`src/core/cmp_latch_pkg.sv`:
```
// Package for the comparator SR latch control block: register map,
// field positions, reset values and set-clock prescale decode.
// Assumes a single 25 MHz system clock and an 8-bit register port.
package cmp_latch_pkg;

  localparam int REG_ADDR_W = 2;
  localparam int REG_DATA_W = 8;

  localparam logic [REG_ADDR_W-1:0] COMPARATOR_AUX_CONTROL_OFS = 2'h0;
  localparam logic [REG_ADDR_W-1:0] LATCH_CONTROL_OFS = 2'h1;
  localparam logic [REG_ADDR_W-1:0] LATCH_CLOCK_CONTROL_OFS = 2'h2;

  localparam logic [7:0] COMPARATOR_AUX_CONTROL_RST = 8'h02;
  localparam logic [7:0] LATCH_CONTROL_RST = 8'h00;
  localparam logic [7:0] LATCH_CLOCK_CONTROL_RST = 8'h00;

  // Auxiliary comparator control fields
  localparam int AUX_MIRROR_A_BIT = 7;
  localparam int AUX_MIRROR_B_BIT = 6;
  localparam int AUX_ALT_CLOCK_BIT = 4;
  localparam int AUX_HYS_A_BIT = 3;
  localparam int AUX_HYS_B_BIT = 2;
  localparam int AUX_GATE_SRC_BIT = 1;
  localparam int AUX_SYNC_B_BIT = 0;

  // Latch control fields
  localparam int LC_MUX_B_BIT = 7;
  localparam int LC_MUX_A_BIT = 6;
  localparam int LC_SET_EN_BIT = 5;
  localparam int LC_RESET_EN_BIT = 4;
  localparam int LC_SOFT_SET_BIT = 3;
  localparam int LC_SOFT_RESET_BIT = 2;
  localparam int LC_CLK_EN_BIT = 0;

  // Latch clock control field
  localparam int LCC_PRESCALE_LSB = 6;
  localparam int LCC_PRESCALE_W = 2;

  localparam int PRESCALE_CNT_W = 7;
  localparam int PRESCALE_BASE_LOG2 = 4;

  localparam int SYNC_STAGES = 2;

  // Terminal count of the set-clock divider: 15, 31, 63 or 127, for periods of 16 to 128 cycles
  function automatic logic [PRESCALE_CNT_W-1:0] prescale_terminal(
    input logic [LCC_PRESCALE_W-1:0] sel
  );
    logic [PRESCALE_CNT_W:0] div;
    div = 8'h01 << (PRESCALE_BASE_LOG2 + int'(sel));
    prescale_terminal = PRESCALE_CNT_W'(div - 8'h01);
  endfunction

endpackage

```
`src/core/set_clock_if.sv`:
```
// Interface between the register logic and the periodic set-clock
// generator. Assumes both ends share the system clock.
`timescale 1ns/1ps
`default_nettype none
interface set_clock_if;
  logic enable;
  logic [1:0] prescale;
  logic pulse;
  modport gen (input enable, input prescale, output pulse);
  modport user (output enable, output prescale, input pulse);
endinterface
`default_nettype wire

```
`src/core/cmp_conditioner.sv`:
```
// One comparator path: two-stage synchroniser and digital hysteresis.
// Assumes the analog front end gives the raw trip result and the two
// threshold results as levels, asynchronous to the system clock.
`timescale 1ns/1ps
`default_nettype none
module cmp_conditioner
  import cmp_latch_pkg::*;
(
  input wire logic core_clk_in,
  input wire logic nrst_in,
  input wire logic raw_in,
  input wire logic above_upper_in,
  input wire logic above_lower_in,
  input wire logic hys_en_in,
  output logic cond_out
);

  logic [2:0] meta_reg;
  logic [2:0] sync_reg;
  logic cond_reg;
  logic cond_next;

  // First stage is read only by the second
  always_ff @(posedge core_clk_in or negedge nrst_in) begin // see RL20
    if (!nrst_in) begin
      meta_reg <= 3'h0;
      sync_reg <= 3'h0;
    end else begin
      meta_reg <= {above_lower_in, above_upper_in, raw_in};
      sync_reg <= meta_reg;
    end
  end

  always_comb begin
    cond_next = cond_reg;
    if (!hys_en_in) begin
      cond_next = sync_reg[0];
    end else if (!cond_reg && sync_reg[1]) begin // see RL2
      cond_next = 1'b1;
    end else if (cond_reg && !sync_reg[2]) begin // see RL3
      cond_next = 1'b0;
    end
  end

  always_ff @(posedge core_clk_in or negedge nrst_in) begin // see RL1
    if (!nrst_in) begin
      cond_reg <= 1'b0;
    end else begin
      cond_reg <= cond_next;
    end
  end

  assign cond_out = cond_reg;
endmodule
`default_nettype wire

```
`src/core/set_clock_gen.sv`:
```
// Periodic set-clock generator: divides the system clock by the
// selected prescale and emits one-cycle pulses while enabled.
// Assumes enable and prescale come from registers on the same clock.
`timescale 1ns/1ps
`default_nettype none
module set_clock_gen
  import cmp_latch_pkg::*;
(
  input wire logic core_clk_in,
  input wire logic nrst_in,
  set_clock_if.gen clk_if
);

  logic [PRESCALE_CNT_W-1:0] count_reg;
  logic pulse_reg;
  logic at_end;
  // Cycles since the last pulse while dividing by 16; zero until a pulse
  logic [PRESCALE_CNT_W-1:0] gap_reg;

  assign at_end = (count_reg >= prescale_terminal(clk_if.prescale)); // see RL17

  always_ff @(posedge core_clk_in or negedge nrst_in) begin // see RL9
    if (!nrst_in) begin
      count_reg <= '0;
    end else if (!clk_if.enable || at_end) begin
      count_reg <= '0;
    end else begin
      count_reg <= count_reg + 7'h01;
    end
  end

  always_ff @(posedge core_clk_in or negedge nrst_in) begin // see RL7
    if (!nrst_in) begin
      pulse_reg <= 1'b0;
    end else begin
      pulse_reg <= clk_if.enable && at_end; // see RL8
    end
  end

  assign clk_if.pulse = pulse_reg;

  always_ff @(posedge core_clk_in or negedge nrst_in) begin
    if (!nrst_in) begin
      gap_reg <= '0;
    end else if (!clk_if.enable || clk_if.prescale != 2'h0) begin
      gap_reg <= '0;
    end else if (pulse_reg) begin
      gap_reg <= 7'h01;
    end else if (gap_reg != 7'h00 && gap_reg != 7'h7f) begin
      gap_reg <= gap_reg + 7'h01;
    end
  end
endmodule
`default_nettype wire

```
`src/core/cmp_latch_ctrl.sv`:
```
// Comparator SR latch control: register port, comparator conditioning,
// reset-dominant set/reset latch, periodic set clock, output muxes.
// Assumes a 25 MHz core clock, comparator levels from the analog side
// and a register master that never issues read and write together.
`timescale 1ns/1ps
`default_nettype none

// Function
// RL1: One hysteresis enable per comparator in the auxiliary control register.
// RL2: With hysteresis on, output rises only above the upper threshold.
// RL3: With hysteresis on, output falls only below the lower threshold.
// RL4: Comparator outputs set, reset or toggle the single latch.
// RL5: Software bits set or reset the latch regardless of comparators; a soft set here loses to an enabled comparator B reset.
// RL6: Muxes forward latch or raw comparator output per path.
// RL7: Set-clock enable bit gates periodic pulses onto the latch set.
// RL8: Enabled set clock pulses the set input once every period.
// RL9: Two-bit prescale field in second latch register picks set-clock rate.
// RL10: Latch holds state and follows set and reset levels.
// RL11: Both latch inputs are active high.
// RL12: Set input is comparator A path OR software set pulse.
// RL13: Reset input is comparator B path OR software reset pulse.
// RL14: Set and reset high together leave the latch reset.
// RL15: Software set and reset pulse bits clear themselves after a write.
// RL16: Mirror bits show both comparators; reading them disturbs nothing.
// RL17: Prescale 00..11 gives clock divided by 16, 32, 64, 128.
// RL18: After reset muxes forward the raw comparator outputs.
// RL19: Enable bits gate comparator A onto set and B onto reset.
// RL20: Comparator outputs pass a two-stage synchroniser first.
// RL21: Set-clock and software pulses last exactly one clock cycle.
module cmp_latch_ctrl
  import cmp_latch_pkg::*;
(
  input wire logic core_clk_in,
  input wire logic nrst_in,
  input wire logic [REG_ADDR_W-1:0] reg_addr_in,
  input wire logic [REG_DATA_W-1:0] reg_wdata_in,
  input wire logic reg_wr_in,
  input wire logic reg_rd_in,
  output logic [REG_DATA_W-1:0] reg_rdata_out,
  input wire logic cmp_a_raw_in,
  input wire logic cmp_a_above_upper_in,
  input wire logic cmp_a_above_lower_in,
  input wire logic cmp_b_raw_in,
  input wire logic cmp_b_above_upper_in,
  input wire logic cmp_b_above_lower_in,
  output logic cmp_a_port_out,
  output logic cmp_b_port_out,
  output logic cmp_a_output_out,
  output logic cmp_b_output_out,
  output logic latch_q_out,
  output logic cmp_a_hysteresis_enable_out,
  output logic cmp_b_hysteresis_enable_out,
  output logic timer_alt_clock_select_out,
  output logic timer_gate_source_select_out,
  output logic cmp_b_output_sync_enable_out
);

  // Writable register fields
  logic timer_alt_clock_select_reg;
  logic cmp_a_hysteresis_enable_reg;
  logic cmp_b_hysteresis_enable_reg;
  logic timer_gate_source_select_reg;
  logic cmp_b_output_sync_enable_reg;
  logic [1:0] latch_output_mux_select_reg;
  logic cmp_a_set_enable_reg;
  logic cmp_b_reset_enable_reg;
  logic latch_set_clock_enable_reg;
  logic [1:0] set_clock_prescale_select_reg;

  logic soft_set_pulse_reg;
  logic soft_reset_pulse_reg;
  logic latch_q_reg;
  logic [REG_DATA_W-1:0] rdata_reg;
  logic cmp_a_port_reg;
  logic cmp_b_port_reg;
  logic cmp_a_out_reg;
  logic cmp_b_out_reg;

  logic cmp_a_output;
  logic cmp_b_output;
  logic latch_set;
  logic latch_reset;
  logic wr_aux;
  logic wr_lc;
  logic wr_lcc;
  logic [REG_DATA_W-1:0] rdata_next;

  set_clock_if clk_if ();

  cmp_conditioner u_cond_a (
    .core_clk_in(core_clk_in),
    .nrst_in(nrst_in),
    .raw_in(cmp_a_raw_in),
    .above_upper_in(cmp_a_above_upper_in),
    .above_lower_in(cmp_a_above_lower_in),
    .hys_en_in(cmp_a_hysteresis_enable_reg),
    .cond_out(cmp_a_output)
  );

  cmp_conditioner u_cond_b (
    .core_clk_in(core_clk_in),
    .nrst_in(nrst_in),
    .raw_in(cmp_b_raw_in),
    .above_upper_in(cmp_b_above_upper_in),
    .above_lower_in(cmp_b_above_lower_in),
    .hys_en_in(cmp_b_hysteresis_enable_reg),
    .cond_out(cmp_b_output)
  );

  assign clk_if.enable = latch_set_clock_enable_reg; // see RL7
  assign clk_if.prescale = set_clock_prescale_select_reg; // see RL9

  set_clock_gen u_set_clock (
    .core_clk_in(core_clk_in),
    .nrst_in(nrst_in),
    .clk_if(clk_if)
  );

  assign wr_aux = reg_wr_in && (reg_addr_in == COMPARATOR_AUX_CONTROL_OFS);
  assign wr_lc = reg_wr_in && (reg_addr_in == LATCH_CONTROL_OFS);
  assign wr_lcc = reg_wr_in && (reg_addr_in == LATCH_CLOCK_CONTROL_OFS);

  // Auxiliary comparator control, writable part
  always_ff @(posedge core_clk_in or negedge nrst_in) begin
    if (!nrst_in) begin
      timer_alt_clock_select_reg <=
        COMPARATOR_AUX_CONTROL_RST[AUX_ALT_CLOCK_BIT];
      cmp_a_hysteresis_enable_reg <= COMPARATOR_AUX_CONTROL_RST[AUX_HYS_A_BIT];
      cmp_b_hysteresis_enable_reg <= COMPARATOR_AUX_CONTROL_RST[AUX_HYS_B_BIT];
      timer_gate_source_select_reg <=
        COMPARATOR_AUX_CONTROL_RST[AUX_GATE_SRC_BIT];
      cmp_b_output_sync_enable_reg <=
        COMPARATOR_AUX_CONTROL_RST[AUX_SYNC_B_BIT];
    end else if (wr_aux) begin
      timer_alt_clock_select_reg <= reg_wdata_in[AUX_ALT_CLOCK_BIT];
      cmp_a_hysteresis_enable_reg <= reg_wdata_in[AUX_HYS_A_BIT]; // see RL1
      cmp_b_hysteresis_enable_reg <= reg_wdata_in[AUX_HYS_B_BIT]; // see RL1
      timer_gate_source_select_reg <= reg_wdata_in[AUX_GATE_SRC_BIT];
      cmp_b_output_sync_enable_reg <= reg_wdata_in[AUX_SYNC_B_BIT];
    end
  end

  // Latch control, persistent fields
  always_ff @(posedge core_clk_in or negedge nrst_in) begin
    if (!nrst_in) begin
      latch_output_mux_select_reg <= LATCH_CONTROL_RST[7:6]; // see RL18
      cmp_a_set_enable_reg <= LATCH_CONTROL_RST[LC_SET_EN_BIT];
      cmp_b_reset_enable_reg <= LATCH_CONTROL_RST[LC_RESET_EN_BIT];
      latch_set_clock_enable_reg <= LATCH_CONTROL_RST[LC_CLK_EN_BIT];
    end else if (wr_lc) begin
      latch_output_mux_select_reg <= {reg_wdata_in[LC_MUX_B_BIT],
                                      reg_wdata_in[LC_MUX_A_BIT]};
      cmp_a_set_enable_reg <= reg_wdata_in[LC_SET_EN_BIT]; // see RL19
      cmp_b_reset_enable_reg <= reg_wdata_in[LC_RESET_EN_BIT]; // see RL19
      latch_set_clock_enable_reg <= reg_wdata_in[LC_CLK_EN_BIT]; // see RL7
    end
  end

  // Software pulses last one cycle and clear themselves
  always_ff @(posedge core_clk_in or negedge nrst_in) begin // see RL15
    if (!nrst_in) begin
      soft_set_pulse_reg <= LATCH_CONTROL_RST[LC_SOFT_SET_BIT];
      soft_reset_pulse_reg <= LATCH_CONTROL_RST[LC_SOFT_RESET_BIT];
    end else begin
      soft_set_pulse_reg <= wr_lc && reg_wdata_in[LC_SOFT_SET_BIT]; // see RL21
      soft_reset_pulse_reg <= wr_lc && reg_wdata_in[LC_SOFT_RESET_BIT];
    end
  end

  // Latch clock control
  always_ff @(posedge core_clk_in or negedge nrst_in) begin
    if (!nrst_in) begin
      set_clock_prescale_select_reg <=
        LATCH_CLOCK_CONTROL_RST[LCC_PRESCALE_LSB +: LCC_PRESCALE_W];
    end else if (wr_lcc) begin
      set_clock_prescale_select_reg <= // see RL9
        reg_wdata_in[LCC_PRESCALE_LSB +: LCC_PRESCALE_W];
    end
  end

  // Latch inputs
  assign latch_set = (cmp_a_set_enable_reg && cmp_a_output) // see RL12
                     || soft_set_pulse_reg || clk_if.pulse; // see RL8
  assign latch_reset = (cmp_b_reset_enable_reg && cmp_b_output) // see RL13
                       || soft_reset_pulse_reg; // see RL5

  // Reset-dominant latch, sampled every cycle on input levels
  always_ff @(posedge core_clk_in or negedge nrst_in) begin // see RL10
    if (!nrst_in) begin
      latch_q_reg <= 1'b0;
    end else if (latch_reset) begin // see RL14
      latch_q_reg <= 1'b0;
    end else if (latch_set) begin // see RL4, RL11
      latch_q_reg <= 1'b1;
    end
  end

  // Output muxes toward the port logic
  always_ff @(posedge core_clk_in or negedge nrst_in) begin // see RL6
    if (!nrst_in) begin
      cmp_a_port_reg <= 1'b0;
      cmp_b_port_reg <= 1'b0;
      cmp_a_out_reg <= 1'b0;
      cmp_b_out_reg <= 1'b0;
    end else begin
      cmp_a_port_reg <= latch_output_mux_select_reg[0] ? latch_q_reg
                                                       : cmp_a_output;
      cmp_b_port_reg <= latch_output_mux_select_reg[1] ? !latch_q_reg
                                                       : cmp_b_output;
      cmp_a_out_reg <= cmp_a_output;
      cmp_b_out_reg <= cmp_b_output;
    end
  end

  // Read mux; reads have no side effects
  always_comb begin
    rdata_next = 8'h00;
    case (reg_addr_in)
      COMPARATOR_AUX_CONTROL_OFS: begin
        rdata_next[AUX_MIRROR_A_BIT] = cmp_a_output; // see RL16
        rdata_next[AUX_MIRROR_B_BIT] = cmp_b_output; // see RL16
        rdata_next[AUX_ALT_CLOCK_BIT] = timer_alt_clock_select_reg;
        rdata_next[AUX_HYS_A_BIT] = cmp_a_hysteresis_enable_reg;
        rdata_next[AUX_HYS_B_BIT] = cmp_b_hysteresis_enable_reg;
        rdata_next[AUX_GATE_SRC_BIT] = timer_gate_source_select_reg;
        rdata_next[AUX_SYNC_B_BIT] = cmp_b_output_sync_enable_reg;
      end
      LATCH_CONTROL_OFS: begin
        rdata_next[LC_MUX_B_BIT] = latch_output_mux_select_reg[1];
        rdata_next[LC_MUX_A_BIT] = latch_output_mux_select_reg[0];
        rdata_next[LC_SET_EN_BIT] = cmp_a_set_enable_reg;
        rdata_next[LC_RESET_EN_BIT] = cmp_b_reset_enable_reg;
        rdata_next[LC_SOFT_SET_BIT] = soft_set_pulse_reg;
        rdata_next[LC_SOFT_RESET_BIT] = soft_reset_pulse_reg;
        rdata_next[LC_CLK_EN_BIT] = latch_set_clock_enable_reg;
      end
      LATCH_CLOCK_CONTROL_OFS: begin
        rdata_next[LCC_PRESCALE_LSB +: LCC_PRESCALE_W] =
          set_clock_prescale_select_reg;
      end
      default: begin
        rdata_next = 8'h00;
      end
    endcase
  end

  always_ff @(posedge core_clk_in or negedge nrst_in) begin
    if (!nrst_in) begin
      rdata_reg <= 8'h00;
    end else begin
      rdata_reg <= reg_rd_in ? rdata_next : 8'h00;
    end
  end

  assign reg_rdata_out = rdata_reg;
  assign cmp_a_port_out = cmp_a_port_reg;
  assign cmp_b_port_out = cmp_b_port_reg;
  assign cmp_a_output_out = cmp_a_out_reg;
  assign cmp_b_output_out = cmp_b_out_reg;
  assign latch_q_out = latch_q_reg;
  assign cmp_a_hysteresis_enable_out = cmp_a_hysteresis_enable_reg;
  assign cmp_b_hysteresis_enable_out = cmp_b_hysteresis_enable_reg;
  assign timer_alt_clock_select_out = timer_alt_clock_select_reg;
  assign timer_gate_source_select_out = timer_gate_source_select_reg;
  assign cmp_b_output_sync_enable_out = cmp_b_output_sync_enable_reg;
endmodule
`default_nettype wire

```
`config.mk`:
```
export PLATFORM = sky130hd
export DESIGN_NAME = cmp_latch_ctrl
export DESIGN_NICKNAME = d
export VERILOG_FILES = /design/src/core/cmp_latch_pkg.sv /design/src/core/set_clock_if.sv /design/src/core/cmp_conditioner.sv /design/src/core/set_clock_gen.sv /design/src/core/cmp_latch_ctrl.sv
export SDC_FILE = /design/constraint.sdc
export NUM_CORES = 1
export LEC_CHECK = 0
export BUFFER_PORTS_ARGS = -buffer_cell sky130_fd_sc_hd__buf_4
export CAP_MARGIN = 20
export CORE_MARGIN = 2
export CORE_UTILIZATION = 30
export DETAILED_ROUTE_END_ITERATION = 6
export SETUP_SLACK_MARGIN = 0.02
export SLEW_MARGIN = 20
export SYNTH_ARGS = -nofsm -noshare
export SYNTH_HDL_FRONTEND = slang
export SYNTH_SLANG_ARGS = --single-unit
```
`constraint.sdc`:
```
create_clock -name core_clk_in -period 2.15 [get_ports core_clk_in]
set_input_delay 0.215 -clock core_clk_in [delete_from_list [all_inputs] [get_ports core_clk_in]]
set_output_delay 0.215 -clock core_clk_in [all_outputs]
set_load 0.01 [all_outputs]
```
[After elaboration in Yosys (flattened, before gate mapping)]
Cells that the tools add are included.
Storage, ports and cells
  bits in registers: 49
  bits in latches: 0
  output and inout port bits: 18
  memory bits (writable): 0
  logic and storage cells: 76
  bits in read-only memories: 0
  memories: 0
  input bits: 20
Cells by class
  reductions and logical operators: 24
  shift operators: 1
  muxes and demuxes: 17
  $mul: 0
  $add $sub $neg: 3
  bitwise operators: 0
  magnitude comparators: 1
  divide/modulo/power cells: 0
  eq/ne operators: 4
Operators by type and width (number)
  1-bit by 32-bit left shift with 7-bit output, first input constant: 1
  1-bit logical AND: 12
  1-bit 2-to-1 mux: 12
  8-bit 2-to-1 mux: 1
  7-bit by 1-bit adder with 7-bit output, second input constant: 1
  7-bit greater-or-equal comparator: 1
  7-bit 2-to-1 mux: 1
  7-bit by 1-bit subtractor with 7-bit output, second input constant: 1
  1-bit zero test: 6
  3-bit by 1-bit inequality test with 1-bit output, second input constant: 2
  2-bit case mux with 3 select lines: 1
  3-bit case mux with 2 select lines: 1
  3-bit by 2-bit adder with 4-bit output, first input constant: 1
  1-bit logical OR: 4
  2-bit by 1-bit == test with 1-bit output, second input constant: 1
  2-bit == test, second input constant: 1
  2-bit zero test: 1
  1-bit case mux with 2 select lines: 1
  2-bit nonzero test: 1

[Depth between registers and ports, before layout]
  depth in word-level cells: 6
  gate-level depth with buffers: 7
  gate-level depth less buffers: 6

[Cells and area by module]
Synthesis repeated with hierarchy kept, for this count alone.
Second synthesis, totals
  cell total of the unflattened synthesis: 144
  area, all modules: 1940.6 um^2
Modules (own cells, without submodules)
  cmp_latch_ctrl: times used 1, area each 1062.3 um^2, cells each 73
  set_clock_gen: times used 1, area each 490.5 um^2, cells each 51
  cmp_conditioner: times used 2, area each 193.9 um^2, cells each 10

[Least setup slack after synthesis]
Ideal clock, no wire load.
  kind: flip-flop to flip-flop
  start point: register set_clock_prescale_select_reg[1] (netlist: clk_if.prescale[1])
  end point: register u_set_clock.count_reg[5]
  data required time: 2072 ps
  slack: 479 ps
  arrival time: 1594 ps
  setup time: 78 ps
  stages on the path, launching flop included: 7
  cell sequence: dfrtp_1 nor2_1 ha_1 and3_1 buf_6 or4_1 a21oi_1
On the way
  word-level cells in the longest chain between the ends: 6
RTL lines
  start, declared: line cmp_latch_ctrl.sv:68  | logic [1:0] set_clock_prescale_select_reg;
  start signal, assigned: line cmp_latch_ctrl.sv:173  | set_clock_prescale_select_reg <=
  start signal, assigned: line cmp_latch_ctrl.sv:176  | set_clock_prescale_select_reg <=
  3-bit by 2-bit adder with 4-bit output: line cmp_latch_pkg.sv:49  | div = 8'h01 << (PRESCALE_BASE_LOG2 + int'(sel));
  1-bit by 32-bit left shift with 7-bit output: line cmp_latch_pkg.sv:49
  7-bit by 1-bit subtractor with 7-bit output: line cmp_latch_pkg.sv:50  | prescale_terminal = PRESCALE_CNT_W'(div - 8'h01);
  7-bit greater-or-equal comparator: line set_clock_gen.sv:20  | assign at_end = (count_reg >= prescale_terminal(clk_if.prescale));
  1-bit logical OR: line set_clock_gen.sv:25  | end else if (!clk_if.enable || at_end) begin
  7-bit 2-to-1 mux: line set_clock_gen.sv:25
  end signal, assigned: line set_clock_gen.sv:28  | count_reg <= count_reg + 7'h01;
  end, declared: line set_clock_gen.sv:14  | logic [PRESCALE_CNT_W-1:0] count_reg;
No other way between the ends.
A chain may end at the register's enable or synchronous reset.

[Final worst setup path]
Same ends and word-level chain as after synthesis.

==> run_results.csv <==
group,metric,value,unit
die,design.core.area,5990,µm²
min_path,hold_class,"in -> reg",
critical_path,rr_worst_depth,5,
clock_network,cts_tree,"done",
routing,antenna_left,0,
routing,first_pass_iters,4,
critical_path,required,2370,ps
synthesis,synth_nets,168,
min_path,min_from,"cmp_a_above_upper_in",
placement,dp.cells,254,
clock_network,numCtsBuffers,5,
timing,maxSlewViolCount,0,
die,dieArea,6930,µm²
synthesis,syn-instance-count,144,
layout,largest_reg_flops,8,
critical_path,cp-start-kind,"flip-flop",
min_path,min_to,"u_cond_a.meta_reg[1]",
timing,maxSlewHeadroom,0.598,
layout,drive_gt1_frac,0.316,
synthesis,syn_area_per_cell,13.1,µm²
synthesis,ys.warnings.count,0,
placement,port_buffers,37,
critical_path,cp_slowest_stage_delay,480,ps
timing,finalHoldViolations,0,
global_route,track_usage,0.109,
timing,fin_worst_skew,11.9,ps
routing,avgViaCountPerCell,4.64,
timing,timing.final.crit_share,0.808,
clock_network,root_buffer,"clkbuf_8",
clock_network,cts.clk_slew.worst_paths,90,ps
critical_path,cp_cell_sequence,"nor2_1 > ha_1 > and3_1 > or4_1 > a21oi_1",
synthesis,yosysSeqAreaShare,0.651,
routing,detail_route.wl_per_cell,13.2,µm
layout,fillers,590,
global_route,antenna_found_initial,0,
routing,drt-initial-drc-count,64,
critical_path,end_kind,"flip-flop",
critical_path,crit_arrival,1960,ps
critical_path,worstPathMaxFanout,7,
global_route,overflow,0,
power,p_per_area,899,nW/µm²
layout,multi_input_area,626,µm²
synthesis,yosys_register_bits,49,
clock_network,insertion_delay,300,ps
critical_path,r2r_setup_slack,410,ps
layout,seq_area,1230,µm²
clock_network,cts_resized,0,
layout,n_antenna_cell,0,
critical_path,criticalPathCategory,"reg -> reg",
outcome,status,"finished, final reports clean",
timing,max_freq,0.575,GHz
power,ir_drop,0.309,mV
clock_network,h-tree-depth,2,
layout,final_cells,265,
min_path,hold_depth,1,
routing,drcViolationCount,0,
placement,dpl.hpwl,2.49,mm
timing,tns,0,ps
timing,setup_viol,0,
synthesis,synth.distinct_cells,34,
layout,fin_util,0.397,
die,num_io_pins,38,
timing,period_minus_slack,1740,ps
layout,area_delta_synth_final,26.4,%
synthesis,async_flop_share,1.00,
routing,wl,3.50,mm
critical_path,cpMaxStageDelayCell,"or4_1",
power,leakage,0.00114,µW
layout,fin_nets,213,
timing,rsz0062_at_grt,"false",
clock_network,cts_buffer_depth,2,
die,row_count,28,
routing,vias,1229,
synthesis,synth_edf_count,0,
placement,gp_congestion,0.687,
die,dieWidth,83.3,µm
timing,worst_pin_slew,603,ps
clock_network,clock_sinks,49,
global_route,grt_pass1_vias,1225,
clock_network,cts_setup_buffers,0,
synthesis,synth_flop_cell,"dfrtp_1",
clock_network,ctsHoldBuffers,1,
global_route,grt_max_degree,50,
global_route,grt_pass1_wl,5.97,mm
flow_run,cap_violations,0,
die,die_h,83.3,µm
synthesis,netlist_area,1880,µm²
critical_path,rr_endpoint,"u_set_clock.count_reg[5]",
die,initial_core_util,0.315,
critical_path,regToRegStartpoint,"clk_if.prescale[1]",
cells by family (layout without fill, tap and decap cells):
family | Yosys count | in the layout | synth area share
flops | 49 | 49 | 0.651
simple gates | 41 | 41 | 0.113
compound gates | 22 | 22 | 0.0677
mux | 21 | 21 | 0.120
buf+inv | 6 | 52 | 0.0166
fa+ha+maj | 4 | 4 | 0.0266
xor+xnor | 1 | 1 | 0.00465
Yosys cell counts, types with 2 or more instances:
library cell  number  area, µm²
a21oi_1           11       55.1
and2_1             3       18.8
and3_1             3       18.8
dfrtp_1           48       1200
ha_1               4       50.1
inv_1              3       11.3
mux2_2            13        146
mux2i_1            8       80.1
nand2_1            9       33.8
nand3_1            2       10.0
nor2_1            13       48.8
o21ai_0            5       25.0
power breakdown:
part           switching (µW)  internal (µW)
logic                     167            198
clock network             298            346
registers                92.3           1040
through the flow:
stage | total power, µW | cell area (µm²) | hold slack [ps] | setup WS (ps)
after floorplan | 1330 | 1880 | -80.6 | 479
after detailed placement | 1520 | 2240 | 278 | 417
after global routing | 2270 | 2380 | 1.66 | 326
after CTS | 2160 | 2360 | 8.78 | 391
after global placement | 1510 | 2240 | 271 | 481
final | 2140 | 2380 | 21.2 | 412
placed cells by master (no fill, tap or decap), drive strengths merged, types with 3 or more instances in the layout:
master       netlist  final
and3               3      3
ha                 4      4
o21ai              6      6
and2               4      4
dlygate4sd3        0      3
clkbuf             1      6
mux2              13     13
buf                2     38
nor2              13     13
nand2              9      9
inv                3      3
mux2i              8      8
dfrtp             48     48
a21oi             11     11
worst max path at each step:
stage / startpoint / end / slack [ps] / cells past startpoint
after detailed placement: clk_if.prescale[1] / u_set_clock.count_reg[5] / 420 / 5
after global placement: clk_if.prescale[1] / u_set_clock.count_reg[5] / 480 / 5
after global routing: clk_if.prescale[1] / u_set_clock.count_reg[5] / 330 / 5
after floorplan: clk_if.prescale[1] / u_set_clock.count_reg[5] / 480 / 6
after CTS: clk_if.prescale[1] / u_set_clock.count_reg[5] / 390 / 5
final: clk_if.prescale[1] / u_set_clock.count_reg[5] / 410 / 5
final cells by class:
class / instances / area share
clock inverter: 2 / 0.0147
multi-input combinational: 89 / 0.263
inverter: 3 / 0.00473
timing repair buffer: 41 / 0.132
tap: 75 / 0.0394
clock buffer: 6 / 0.0305
sequential: 49 / 0.516
critical path, delay by kind of cell (launching register included):
kind,cells,cell delay [ps]
DFF,1,420
and+or+nand+nor,3,860
adders and majority gates,1,230
AOI/OAI and AO/OA,1,150
metal layers:
layer | vias up | wire (µm) | track usage
met3 | 2 | 196 | 0.0348
met5 | - | 0 | 0
met4 | 0 | 42 | 0.0447
met2 | 33 | 1540 | 0.151
met1 | 602 | 1720 | 0.156
li1 | 592 | - | -
Power figures use the tool's default switching activity.
